### config.mk
export PLATFORM = sky130hd
export DESIGN_NAME = i2ssp_port
export DESIGN_NICKNAME = d
export VERILOG_FILES = /design/src/i2ssp_pkg.sv /design/src/i2ssp_edge_if.sv /design/src/i2ssp_frac_div.sv /design/src/i2ssp_port.sv
export SDC_FILE = /design/constraint.sdc
export NUM_CORES = 1
export LEC_CHECK = 0
export ABC_AREA = 1
export BUFFER_PORTS_ARGS = -buffer_cell sky130_fd_sc_hd__clkbuf_2
export CAP_MARGIN = 30
export CORE_ASPECT_RATIO = 1.2
export CORE_MARGIN = 5
export CORE_UTILIZATION = 49
export CTS_CLUSTER_DIAMETER = 50
export DETAILED_ROUTE_END_ITERATION = 10
export PLACE_DENSITY_LB_ADDON = 0.15
export SYNTH_ARGS = -nofsm -noshare
export SYNTH_HDL_FRONTEND = slang
export SYNTH_SLANG_ARGS = --single-unit
export TNS_END_PERCENT = 50
### constraint.sdc
create_clock -name ref_clk -period 4.2 [get_ports ref_clk]
set_clock_uncertainty 0.05 [all_clocks]
set_input_delay 0.84 -clock ref_clk [delete_from_list [all_inputs] [get_ports ref_clk]]
set_output_delay 0.84 -clock ref_clk [all_outputs]
set_load 0.01 [all_outputs]
### src/i2ssp_pkg.sv
// Purpose: shared constants for the stereo serial audio port
// Assumes: one 125 MHz system clock
// Notes: pin inputs are synchronous to ref_clk
package i2ssp_pkg;
  localparam int unsigned CLK_HZ = 125000000;
  localparam int unsigned WORD_BITS = 16;
  localparam int unsigned FRAME_RATE_HZ = 48000;
  localparam int unsigned FRAME_SHORT = 32;
  localparam int unsigned FRAME_LONG = 50;
  localparam int unsigned SLAVE_MAX_HZ = 3072000;
  localparam int unsigned SLOT_W = 6;
  localparam int unsigned DIV_W = 16;
  localparam logic [DIV_W-1:0] DIV_N_SHORT = 16'h00c0;
  localparam logic [DIV_W-1:0] DIV_M_SHORT = 16'h3d09;
  localparam logic [DIV_W-1:0] DIV_N_LONG = 16'h0078;
  localparam logic [DIV_W-1:0] DIV_M_LONG = 16'h1869;
  localparam logic [DIV_W-1:0] ACC_RESET = 16'h0000;
  localparam logic [WORD_BITS-1:0] WORD_RESET = 16'h0000;
endpackage

### src/i2ssp_edge_if.sv
// Purpose: carries bit clock edge events from the divider to the port
// Assumes: single clock domain
// Notes: edge strobes are one-cycle pulses
`timescale 1ns/1ps
interface i2ssp_edge_if;
  logic riseEn;
  logic fallEn;
  logic sckLevel;
  modport src (output riseEn, output fallEn, output sckLevel);
  modport dst (input riseEn, input fallEn, input sckLevel);
endinterface

### src/i2ssp_frac_div.sv
// Purpose: fractional N/M divider producing bit clock edge strobes
// Assumes: divN below divM/2 for a duty near one half
// Notes: toggles a level each accumulator wrap
`timescale 1ns/1ps
module i2ssp_frac_div
  import i2ssp_pkg::*;
(
  input wire logic ref_clk,
  input wire logic reset_n,
  input wire logic enable,
  input wire logic [DIV_W-1:0] divN,
  input wire logic [DIV_W-1:0] divM,
  i2ssp_edge_if.src edges
);
  logic [DIV_W:0] acc_ff, nxt_acc;
  logic sck_ff, nxt_sck;
  logic wrap;
  logic [DIV_W:0] sum;

  //////////////////////////////////////////////////////////////////////
  // accumulator adds 2N per cycle, toggling each wrap past M
  always_comb begin
    sum = acc_ff + {divN, 1'b0};
    wrap = enable && (sum >= {1'b0, divM});
    nxt_acc = acc_ff;
    nxt_sck = sck_ff;
    if (!enable) begin
      nxt_acc = '0;
      nxt_sck = 1'b0;
    end else if (wrap) begin
      nxt_acc = sum - {1'b0, divM};
      nxt_sck = ~sck_ff;
    end else begin
      nxt_acc = sum;
    end
  end

  always_ff @(posedge ref_clk or negedge reset_n) begin
    if (!reset_n) begin
      acc_ff <= '0;
      sck_ff <= 1'b0;
    end else begin
      acc_ff <= nxt_acc;
      sck_ff <= nxt_sck;
    end
  end

  assign edges.riseEn = wrap && !sck_ff;
  assign edges.fallEn = wrap && sck_ff;
  assign edges.sckLevel = sck_ff;
endmodule

### src/i2ssp_port.sv
// Purpose: two-channel serial audio port, master or slave
// Assumes: slave bit clock far slower than ref_clk
// Notes: word select low is left, high is right
// Notes on behaviour
// - master drives bit clock and word select; slave takes both as inputs
// - serial data output is always driven, in both roles
// - each channel word is 16 bits, most significant bit first
// - words are left-justified in their channel slot
// - msb appears one bit clock after word select change, on falling edges
// - left on word select low, right on word select high
// - master makes 48 kHz frames of 32 or 50 bit clocks
// - master bit clock comes from an N/M fractional divider
// - slave accepts any bit clock up to 3.072 MHz
// - master bit clock high and low each at least 0.35 period
`timescale 1ns/1ps
module i2ssp_port
  import i2ssp_pkg::*;
#(
  parameter int unsigned WORD_W = WORD_BITS
)
(
  input wire logic ref_clk,
  input wire logic reset_n,
  input wire logic masterMode,
  input wire logic longFrame,
  input wire logic [DIV_W-1:0] divN,
  input wire logic [DIV_W-1:0] divM,
  input wire logic [WORD_W-1:0] txLeft,
  input wire logic [WORD_W-1:0] txRight,
  output logic txTake,
  output logic [WORD_W-1:0] rxLeft,
  output logic [WORD_W-1:0] rxRight,
  output logic rxValid,
  input wire logic sckIn,
  output logic sckOut,
  output logic sckOe_n,
  input wire logic wsIn,
  output logic wsOut,
  output logic wsOe_n,
  output logic sdo,
  input wire logic sdi
);
  typedef enum logic {I2SSP_LEFT, I2SSP_RIGHT} i2ssp_chan_e;

  i2ssp_edge_if edges ();

  logic sckPrev_ff, nxt_sckPrev;
  logic wsPrev_ff, nxt_wsPrev;
  logic ws_ff, nxt_ws;
  logic [SLOT_W-1:0] bitCnt_ff, nxt_bitCnt;
  logic [WORD_W-1:0] shTx_ff, nxt_shTx;
  logic [WORD_W-1:0] shRx_ff, nxt_shRx;
  logic [WORD_W-1:0] holdRight_ff, nxt_holdRight;
  logic [WORD_W-1:0] rxLeft_ff, nxt_rxLeft;
  logic [WORD_W-1:0] rxRight_ff, nxt_rxRight;
  logic [SLOT_W-1:0] rxCnt_ff, nxt_rxCnt;
  logic sdo_ff, nxt_sdo;
  logic rxValid_ff, nxt_rxValid;
  logic txTake_ff, nxt_txTake;
  logic [SLOT_W-1:0] halfLen;
  logic rise, fall, wsNow, wsChange, rxDone;
  i2ssp_chan_e chan;

  //////////////////////////////////////////////////////////////////////
  // bit clock source: divider in master, pin edges in slave
  i2ssp_frac_div u_div (
    .ref_clk(ref_clk),
    .reset_n(reset_n),
    .enable(masterMode),
    .divN(divN),
    .divM(divM),
    .edges(edges)
  );

  assign halfLen = longFrame ? SLOT_W'(FRAME_LONG / 2) : SLOT_W'(FRAME_SHORT / 2);

  always_comb begin
    nxt_sckPrev = sckIn;
    if (masterMode) begin
      rise = edges.riseEn;
      fall = edges.fallEn;
    end else begin
      rise = sckIn && !sckPrev_ff;
      fall = !sckIn && sckPrev_ff;
    end
  end

  //////////////////////////////////////////////////////////////////////
  // master word select generation on falling edges
  always_comb begin
    nxt_ws = ws_ff;
    nxt_bitCnt = bitCnt_ff;
    if (masterMode && fall) begin
      if (bitCnt_ff == halfLen - SLOT_W'(1)) begin
        nxt_bitCnt = '0;
        nxt_ws = ~ws_ff;
      end else begin
        nxt_bitCnt = bitCnt_ff + SLOT_W'(1);
      end
    end
  end

  assign wsNow = masterMode ? ws_ff : wsIn;
  assign chan = wsNow ? I2SSP_RIGHT : I2SSP_LEFT;

  //////////////////////////////////////////////////////////////////////
  // transmit: ws change seen at a rise loads the word for next fall
  always_comb begin
    nxt_wsPrev = wsPrev_ff;
    nxt_shTx = shTx_ff;
    nxt_sdo = sdo_ff;
    nxt_holdRight = holdRight_ff;
    nxt_txTake = 1'b0;
    wsChange = 1'b0;
    if (rise) begin
      nxt_wsPrev = wsNow;
      wsChange = (wsNow != wsPrev_ff);
    end
    if (rise && wsChange) begin
      if (chan == I2SSP_LEFT) begin
        nxt_shTx = txLeft;
        nxt_holdRight = txRight;
        nxt_txTake = 1'b1;
      end else begin
        nxt_shTx = holdRight_ff;
      end
    end else if (fall) begin
      nxt_sdo = shTx_ff[WORD_W-1];
      nxt_shTx = {shTx_ff[WORD_W-2:0], 1'b0};
    end
  end

  //////////////////////////////////////////////////////////////////////
  // receive: sample sdi on rising edges, msb first
  // in 32-clock frames the lsb lands on the rise that shows the ws change
  always_comb begin
    nxt_shRx = shRx_ff;
    nxt_rxCnt = rxCnt_ff;
    nxt_rxLeft = rxLeft_ff;
    nxt_rxRight = rxRight_ff;
    nxt_rxValid = 1'b0;
    rxDone = 1'b0;
    if (rise) begin
      if (rxCnt_ff < SLOT_W'(WORD_W)) begin
        nxt_shRx = {shRx_ff[WORD_W-2:0], sdi};
        nxt_rxCnt = rxCnt_ff + SLOT_W'(1);
        rxDone = (rxCnt_ff == SLOT_W'(WORD_W - 1));
      end
      if (wsChange) begin
        nxt_rxCnt = '0;
      end
    end
    if (rxDone) begin
      if (wsPrev_ff) begin
        nxt_rxRight = {shRx_ff[WORD_W-2:0], sdi};
        nxt_rxValid = 1'b1;
      end else begin
        nxt_rxLeft = {shRx_ff[WORD_W-2:0], sdi};
      end
    end
  end

  //////////////////////////////////////////////////////////////////////
  // edge detect registers
  always_ff @(posedge ref_clk or negedge reset_n) begin
    if (!reset_n) begin
      sckPrev_ff <= 1'b0;
    end else begin
      sckPrev_ff <= nxt_sckPrev;
    end
  end

  //////////////////////////////////////////////////////////////////////
  // word select registers
  always_ff @(posedge ref_clk or negedge reset_n) begin
    if (!reset_n) begin
      ws_ff <= 1'b0;
      bitCnt_ff <= '0;
    end else begin
      ws_ff <= nxt_ws;
      bitCnt_ff <= nxt_bitCnt;
    end
  end

  //////////////////////////////////////////////////////////////////////
  // transmit registers
  always_ff @(posedge ref_clk or negedge reset_n) begin
    if (!reset_n) begin
      wsPrev_ff <= 1'b0;
      shTx_ff <= WORD_RESET;
      holdRight_ff <= WORD_RESET;
      sdo_ff <= 1'b0;
      txTake_ff <= 1'b0;
    end else begin
      wsPrev_ff <= nxt_wsPrev;
      shTx_ff <= nxt_shTx;
      holdRight_ff <= nxt_holdRight;
      sdo_ff <= nxt_sdo;
      txTake_ff <= nxt_txTake;
    end
  end

  //////////////////////////////////////////////////////////////////////
  // receive registers
  always_ff @(posedge ref_clk or negedge reset_n) begin
    if (!reset_n) begin
      shRx_ff <= WORD_RESET;
      rxLeft_ff <= WORD_RESET;
      rxRight_ff <= WORD_RESET;
      rxCnt_ff <= SLOT_W'(WORD_W);
      rxValid_ff <= 1'b0;
    end else begin
      shRx_ff <= nxt_shRx;
      rxLeft_ff <= nxt_rxLeft;
      rxRight_ff <= nxt_rxRight;
      rxCnt_ff <= nxt_rxCnt;
      rxValid_ff <= nxt_rxValid;
    end
  end

  //////////////////////////////////////////////////////////////////////
  // pins
  assign sckOut = edges.sckLevel;
  assign sckOe_n = ~masterMode;
  assign wsOut = ws_ff;
  assign wsOe_n = ~masterMode;
  assign sdo = sdo_ff;
  assign rxLeft = rxLeft_ff;
  assign rxRight = rxRight_ff;
  assign rxValid = rxValid_ff;
  assign txTake = txTake_ff;
endmodule

==> impl_metrics.toml, run 1 <==
[power]
power_density_nw_per_um2 = 727.6
vdd_drop_max_mv = 0.3284
p_switching_mw = 2.380
p_comb_share_pct = 47.1
seqPwrFrac_pct = 27.4
power.total_mw = 5.834
switching_share_pct = 40.79
p_int_mw = 3.454
clkPwrFrac_pct = 25.5
leakagePower_nw = 4.247

[logic_synthesis]
synth_ff_type = "dfrtp_1"
ys_seq_area_share_pct = 43.80
syn_area_per_cell_sq_um = 8.416
synth_area_sq_um = 6573
synth_xor_area_share_pct = 4.550
yosysTopAreaCell = "dfrtp_1"
yosys.area_share.adder_pct = 6.891
synth_enable_flop_cells = 0
ys_types = 45
ys_seq_elements = 115
ys_top_cells_by_area = "dfrtp_1, nand2_1, ha_1"
yosysWarnings = 0
synthSimpleGateAreaFrac_pct = 23.28
synthArstFlopShare_pct = 100.0
synth_nets = 887
synthMuxAreaShare_pct = 2.741
synth_top_family_by_area = "simple AND/OR/NAND/NOR gates"
syn-instance-count = 781
yosysTopAreaCellShare_pct = 43.40
synth_compound_area_share_pct = 10.62

[clocking]
clk_path_buf_depth = 2
cts_setup_buffers = 0
post_cts_resized = 0
clk_pin_slew_ns = 0.06
hold_buffers = 0
root_buffer = "clkbuf_16"
cts_tree = "built"
cts.sinks = 115
insertion_delay_ns = 0.40
numCtsBuffers = 17
ctsHtreeMaxLevel = 4

[grt]
met2_usage_pct = 36.97
grtUsageMet1_pct = 24.34
overflow = 0
first_global_vias = 5736
use_met3_pct = 4.025
antenna_found_initial = 0
grt_max_degree = 76
track_usage_pct = 20.56
grt_pass1_wl_mm = 26.03
grt_busiest_layer = "met2"

[sta]
fin_crit_ns = 3.848
rsz0062_at_grt = "false"
setup_viol = 0
fmax_mhz = 259.9
fin_ws_ns = 0.3516
slew_headroom_pct = 60.39
hold_violations = 0
period_share_pct = 91.63
maxSlewViolCount = 0
tightest_slew_ns = 0.5928

[floorplanning]
rows = 46
initial_core_util_pct = 49.87
core-area_sq_um = 13180
die-height_um = 136.9
die_w_um = 115.7
ioPinCount = 110
dieArea_sq_um = 15840

[placed_design]
gp_congestion = 0.8802
dp_cells = 1053
portBuffers = 109
post-dp-hpwl_mm = 11.57
dp_slack_ns = -0.2167

[cells_and_area]
nNetsFinal = 1013
seq_area_sq_um = 2879
num_antenna_cells = 0
fill_cells = 1170
area_delta_synth_final_pct = 22.01
multi_input_area_sq_um = 3208
drive_gt1_share_pct = 22.39
finalNonFillerCells = 1088

[routing]
vias = 5634
drt-wirelength-per-cell_um = 14.88
viasPerCell = 5.178
drc_errors = 0
drt_iter0_markers = 294
ant_nets = 0
drt-total-wl_mm = 16.19
drtPass1Iterations = 5

[critical_path]
cp.required_ns = 4.43
arrival_ns = 4.08
path_max_fanout = 17
worstSetupPathType = "in -> reg"
start_kind = "input pin"
end_kind = "flip-flop"

[worst_hold_path]
hp-class = "in -> async"

[job]
drv_cap = 0

[status]
status = "finished, final reports clean"
[worst paths after layout]
path	start	endpoint	slack [ns]	depth (start not counted)
hold reg to reg	holdRight_ff[12]	holdRight_ff[12]	0.42	2
hold / removal	reset_n	holdRight_ff[15]	0.18	1
max in group asynchronous	reset_n	shTx_ff[9]	3.05	3
setup reg to reg	u_div.acc_ff[4]	rxRight[6]	0.53	21
min in group ref_clk	holdRight_ff[12]	holdRight_ff[12]	0.42	2
setup / recovery	divN[0]	rxRight[6]	0.35	23
[power by group through the flow]
stage                     clock network (mW)  logic (mW)  registers, mW
after CTS                               1.51        2.72           1.59
after floorplan                            0        2.06           1.56
after global placement                     0        2.63           1.59
after global routing                    1.56        3.10           1.63
final                                   1.49        2.75           1.60
after detailed placement                   0        2.69           1.60
[final cells by class]
| class | count | area share, % |
|---|---|---|
| well taps | 168 | 2.621 |
| clock inverters | 12 | 1.935 |
| repair buffers | 129 | 9.268 |
| multi-input cells | 547 | 40.01 |
| inverters | 97 | 4.572 |
| flip-flops and latches | 115 | 35.90 |
| clock buffers | 20 | 5.695 |
[cells in the final DEF (no fill, tap or decap), types with 2 or more instances in the layout]
| cell | synthesis | routed |
|---|---|---|
| a21o_1 | 4 | 4 |
| a21oi_1 | 31 | 31 |
| a31oi_1 | 2 | 2 |
| and3_1 | 3 | 3 |
| buf_12 | 0 | 2 |
| buf_4 | 8 | 18 |
| bufinv_16 | 0 | 3 |
| clkbuf_16 | 0 | 17 |
| clkbuf_2 | 0 | 108 |
| clkbuf_8 | 0 | 2 |
| clkinv_1 | 2 | 2 |
| clkinv_2 | 0 | 3 |
| clkinv_4 | 0 | 3 |
| clkinvlp_4 | 0 | 2 |
| dfrtp_1 | 114 | 114 |
| fa_1 | 2 | 2 |
| ha_1 | 33 | 33 |
| inv_1 | 89 | 89 |
| inv_2 | 5 | 5 |
| mux2_2 | 16 | 16 |
| nand2_1 | 207 | 207 |
| nand2_2 | 2 | 2 |
| nand2_4 | 2 | 2 |
| nand2_8 | 2 | 2 |
| nand3_1 | 69 | 69 |
| nand3_4 | 2 | 5 |
| nand4_1 | 20 | 20 |
| nor2_1 | 17 | 17 |
| nor3_1 | 5 | 5 |
| nor4_1 | 2 | 2 |
| o21ai_0 | 20 | 20 |
| o21ai_1 | 49 | 49 |
| o21ai_2 | 6 | 6 |
| o21bai_1 | 4 | 4 |
| o22ai_1 | 4 | 4 |
| xnor2_1 | 11 | 11 |
| xor2_1 | 20 | 20 |
[per-stage QoR]
step | instance area (sq um) | TNS [ns] | utilization, % | hold slack [ns]
after floorplan | 6573 | 0 | - | 0.3871
after CTS | 7944 | 0 | 60.27 | 0.4250
after global placement | 7332 | -1.936 | 55.63 | 0.4011
final | 8019 | 0 | 60.84 | 0.1783
after detailed placement | 7332 | -6.012 | 55.63 | 0.4095
after global routing | 8019 | 0 | 60.84 | 0.1619
[state kept, by name (all words and copies together), names as in the netlist]
signal and cells:
u_div.acc_ff 17, holdRight_ff 16, rxLeft 16, rxRight 16, shTx_ff 16, shRx_ff 15, bitCnt_ff 6, rxCnt_ff 6
rxValid 1, sckPrev_ff 1, sdo 1, txTake 1, u_div.edges.sckLevel 1, wsOut 1, wsPrev_ff 1
[cell families after synthesis]
logic type,count (synthesis)
and+or+nand+nor,337
AOI/OAI and AO/OA,125
buffers and inverters,121
DFF,115
adders and majority gates,35
xor gates and xnor gates,32
muxes,16
[Yosys cell counts (3+ instances only)]
library cell and number:
nand2_1 207, dfrtp_1 114, inv_1 89, nand3_1 69, o21ai_1 49, ha_1 33, a21oi_1 31, nand4_1 20
o21ai_0 20, xor2_1 20, nor2_1 17, mux2_2 16, xnor2_1 11, buf_4 8, buf_2 7, o21ai_2 6
buf_6 5, inv_2 5, nor3_1 5, a21o_1 4, clkbuf_1 4, o21bai_1 4, o22ai_1 4, and3_1 3
[worst max-delay path, cell delays in order]
cell	delay, ns
clkbuf_2	0.08
ha_1	0.15
inv_1	0.06
fa_1	0.44
inv_1	0.10
nand3_1	0.08
nand3b_1	0.15
a21o_1	0.14
xor2_1	0.20
inv_1	0.07
ha_1	0.36
nand2_1	0.07
nor2_1	0.13
and3_1	0.16
nand2_1	0.07
nand2_1	0.07
nand2_1	0.10
nand3_2	0.14
nand2_4	0.08
nand2_8	0.15
nand3_4	0.22
nand2_1	0.15
o21ai_2	0.07
[metal layers]
metal | vias up | routed length, um
li1 | 2824 | -
met1 | 2663 | 6702
met3 | 17 | 635
met4 | 0 | 252
met5 | - | 0
met2 | 130 | 8599
Power figures use the tool's default switching activity.
==> run 2, diff against run 1 <==
Settings changed: PLACE_DENSITY set to 0.74, PLACE_DENSITY_LB_ADDON 0.15 to unset, TNS_END_PERCENT 50 to 10.
==> impl_metrics.toml, run 2 (synthesized netlist as in run 1, its figures left out) <==
[critical_path]
critPathSlowestCell = "fa_1"
cp_common_cell = "nand2_1"
worstSetupPathType = "in -> reg"
start_kind = "input pin"
path_max_fanout = 33
end_kind = "flip-flop"
worst-r2r-setup-slack_ns = 0.52
cp.depth = 22
rr_worst_depth = 19
arrival_ns = 4.11
cp.required_ns = 4.48
crit-reg2reg-launch = "u_div.acc_ff[7]"
slowest_delay_ns = 0.43
path_delay_family = "simple AND/OR/NAND/NOR gates"
r2r-end = "shTx_ff[2]"
critPathBufInv = 4
path_cells = "clkbuf_2 > ha_1 > inv_1 > fa_1 > o31ai_2 > a21oi_1 > xnor2_1 > ha_1 > nand2_1 > inv_1 > nand2_1 > nand2_1 > a21oi_1 > nand2_1 > nand2_1 > nand3_2 > nand2_4 > nand2_8 > nand3_4 > buf_12 > nand2_1 > o21ai_1"

[grt]
track_usage_pct = 20.23
grt_max_degree = 61
overflow = 0
antenna_found_initial = 0
grt_pass1_wl_mm = 25.39
first_global_vias = 5502

[sta]
hold_ws_ns = 0.2663
slew_headroom_pct = 63.56
rsz0062_at_grt = "false"
fin_crit_ns = 3.830
setup_viol = 0
fin_ws_ns = 0.3696
period_share_pct = 91.20
hold_violations = 0
fmax_mhz = 261.1
tightest_slew_ns = 0.5457
maxSlewViolCount = 0

[floorplanning]
ioPinCount = 110
core-area_sq_um = 13180
rows = 46
die-height_um = 136.9
die_w_um = 115.7
dieArea_sq_um = 15840
initial_core_util_pct = 49.87

[clocking]
root_buffer = "clkbuf_16"
ctsHtreeMaxLevel = 4
numCtsBuffers = 17
hold_buffers = 0
cts_tree = "built"
clk_pin_slew_ns = 0.06
cts.sinks = 115
insertion_delay_ns = 0.41
cts_setup_buffers = 0
clk_path_buf_depth = 2
post_cts_resized = 0

[cells_and_area]
regMostFlops = "u_div.acc_ff"
drive_gt1_share_pct = 22.09
final_area_sq_um = 7964
postLayoutCoreUtil_pct = 60.42
largest_reg_flops = 17
num_antenna_cells = 0
finalNonFillerCells = 1087
layout_commonest_cell = "nand2_1"
fill_cells = 1152
area_delta_synth_final_pct = 21.17
final_cell_mix = "nand2_1, dfrtp_1, clkbuf_2, inv_1, nand3_1"
nNetsFinal = 1012

[job]
drv_cap = 0

[status]
status = "finished, final reports clean"

[power]
leakagePower_nw = 4.233
vdd_drop_max_mv = 0.3465
power_density_nw_per_um2 = 714.1

[routing]
ant_nets = 0
viasPerCell = 5.108
vias = 5552
drtPass1Iterations = 5
drt_iter0_markers = 339
drt-total-wl_mm = 15.44
drt-wirelength-per-cell_um = 14.21
drc_errors = 0

[placed_design]
placed_area_sq_um = 7360
gp_congestion = 0.9326
portBuffers = 109
dp_cells = 1054
post-dp-hpwl_mm = 11.23
dp_slack_ns = -0.1321

[worst_hold_path]
hp-class = "in -> async"
-- run 2: layout make-up --
cell class	count	area (sq um)	area share, %
multi-input cells	546	3183	39.97
inverters	97	366.6	4.603
well taps	168	210.2	2.639
flip-flops and latches	115	2879	36.15
clock inverters	9	103.9	1.304
repair buffers	129	743.2	9.332
clock buffers	23	478.0	6.002
-- run 2: metrics by stage --
step           power, mW  TNS, ns
6_report           5.687        0
5_1_grt            6.157        0
4_1_cts            5.689        0
3_5_place_dp       4.251   -4.454
3_3_place_gp       4.198  -0.9731
2_1_floorplan      3.623        0
-- run 2: layer usage --
metal  share of wire [%]  vias up  global-route usage [%]
met1                  43     2548                   26.30
met2                  50      152                   33.20
met5                   0        -                       0
met3                 4.8       24                   4.334
met4                 2.3        0                   7.608
li1                    -     2828                       -
-- run 2: worst max path at each step --
| stage | slack, ns | end | startpoint |
|---|---|---|---|
| 2_1_floorplan | 0.42 | holdRight_ff[0] | divN[0] |
| 3_3_place_gp | -0.06 | rxLeft[9] | divN[0] |
| 3_5_place_dp | -0.13 | rxLeft[1] | divN[6] |
| 4_1_cts | 0.26 | rxLeft[2] | divN[6] |
| 5_1_grt | 0.02 | rxRight[1] | divN[0] |
| 6_report | 0.37 | rxRight[1] | divN[0] |
-- run 2: power breakdown --
group          switching (mW)  leakage, nW  total (mW)  internal, mW
combinational            1.64         2.44        2.69          1.05
clock                   0.498        0.283        1.41         0.916
sequential              0.164         1.51        1.58          1.42
-- run 2: worst reg2reg max path, delay by kind of cell (launching register included) --
family,cells,cell delay [ns]
compound gates,1,0.14
xor+xnor,1,0.20
fa+ha+maj,2,0.70
buf+inv,1,0.07
flops,1,0.37
simple gates,14,2.04
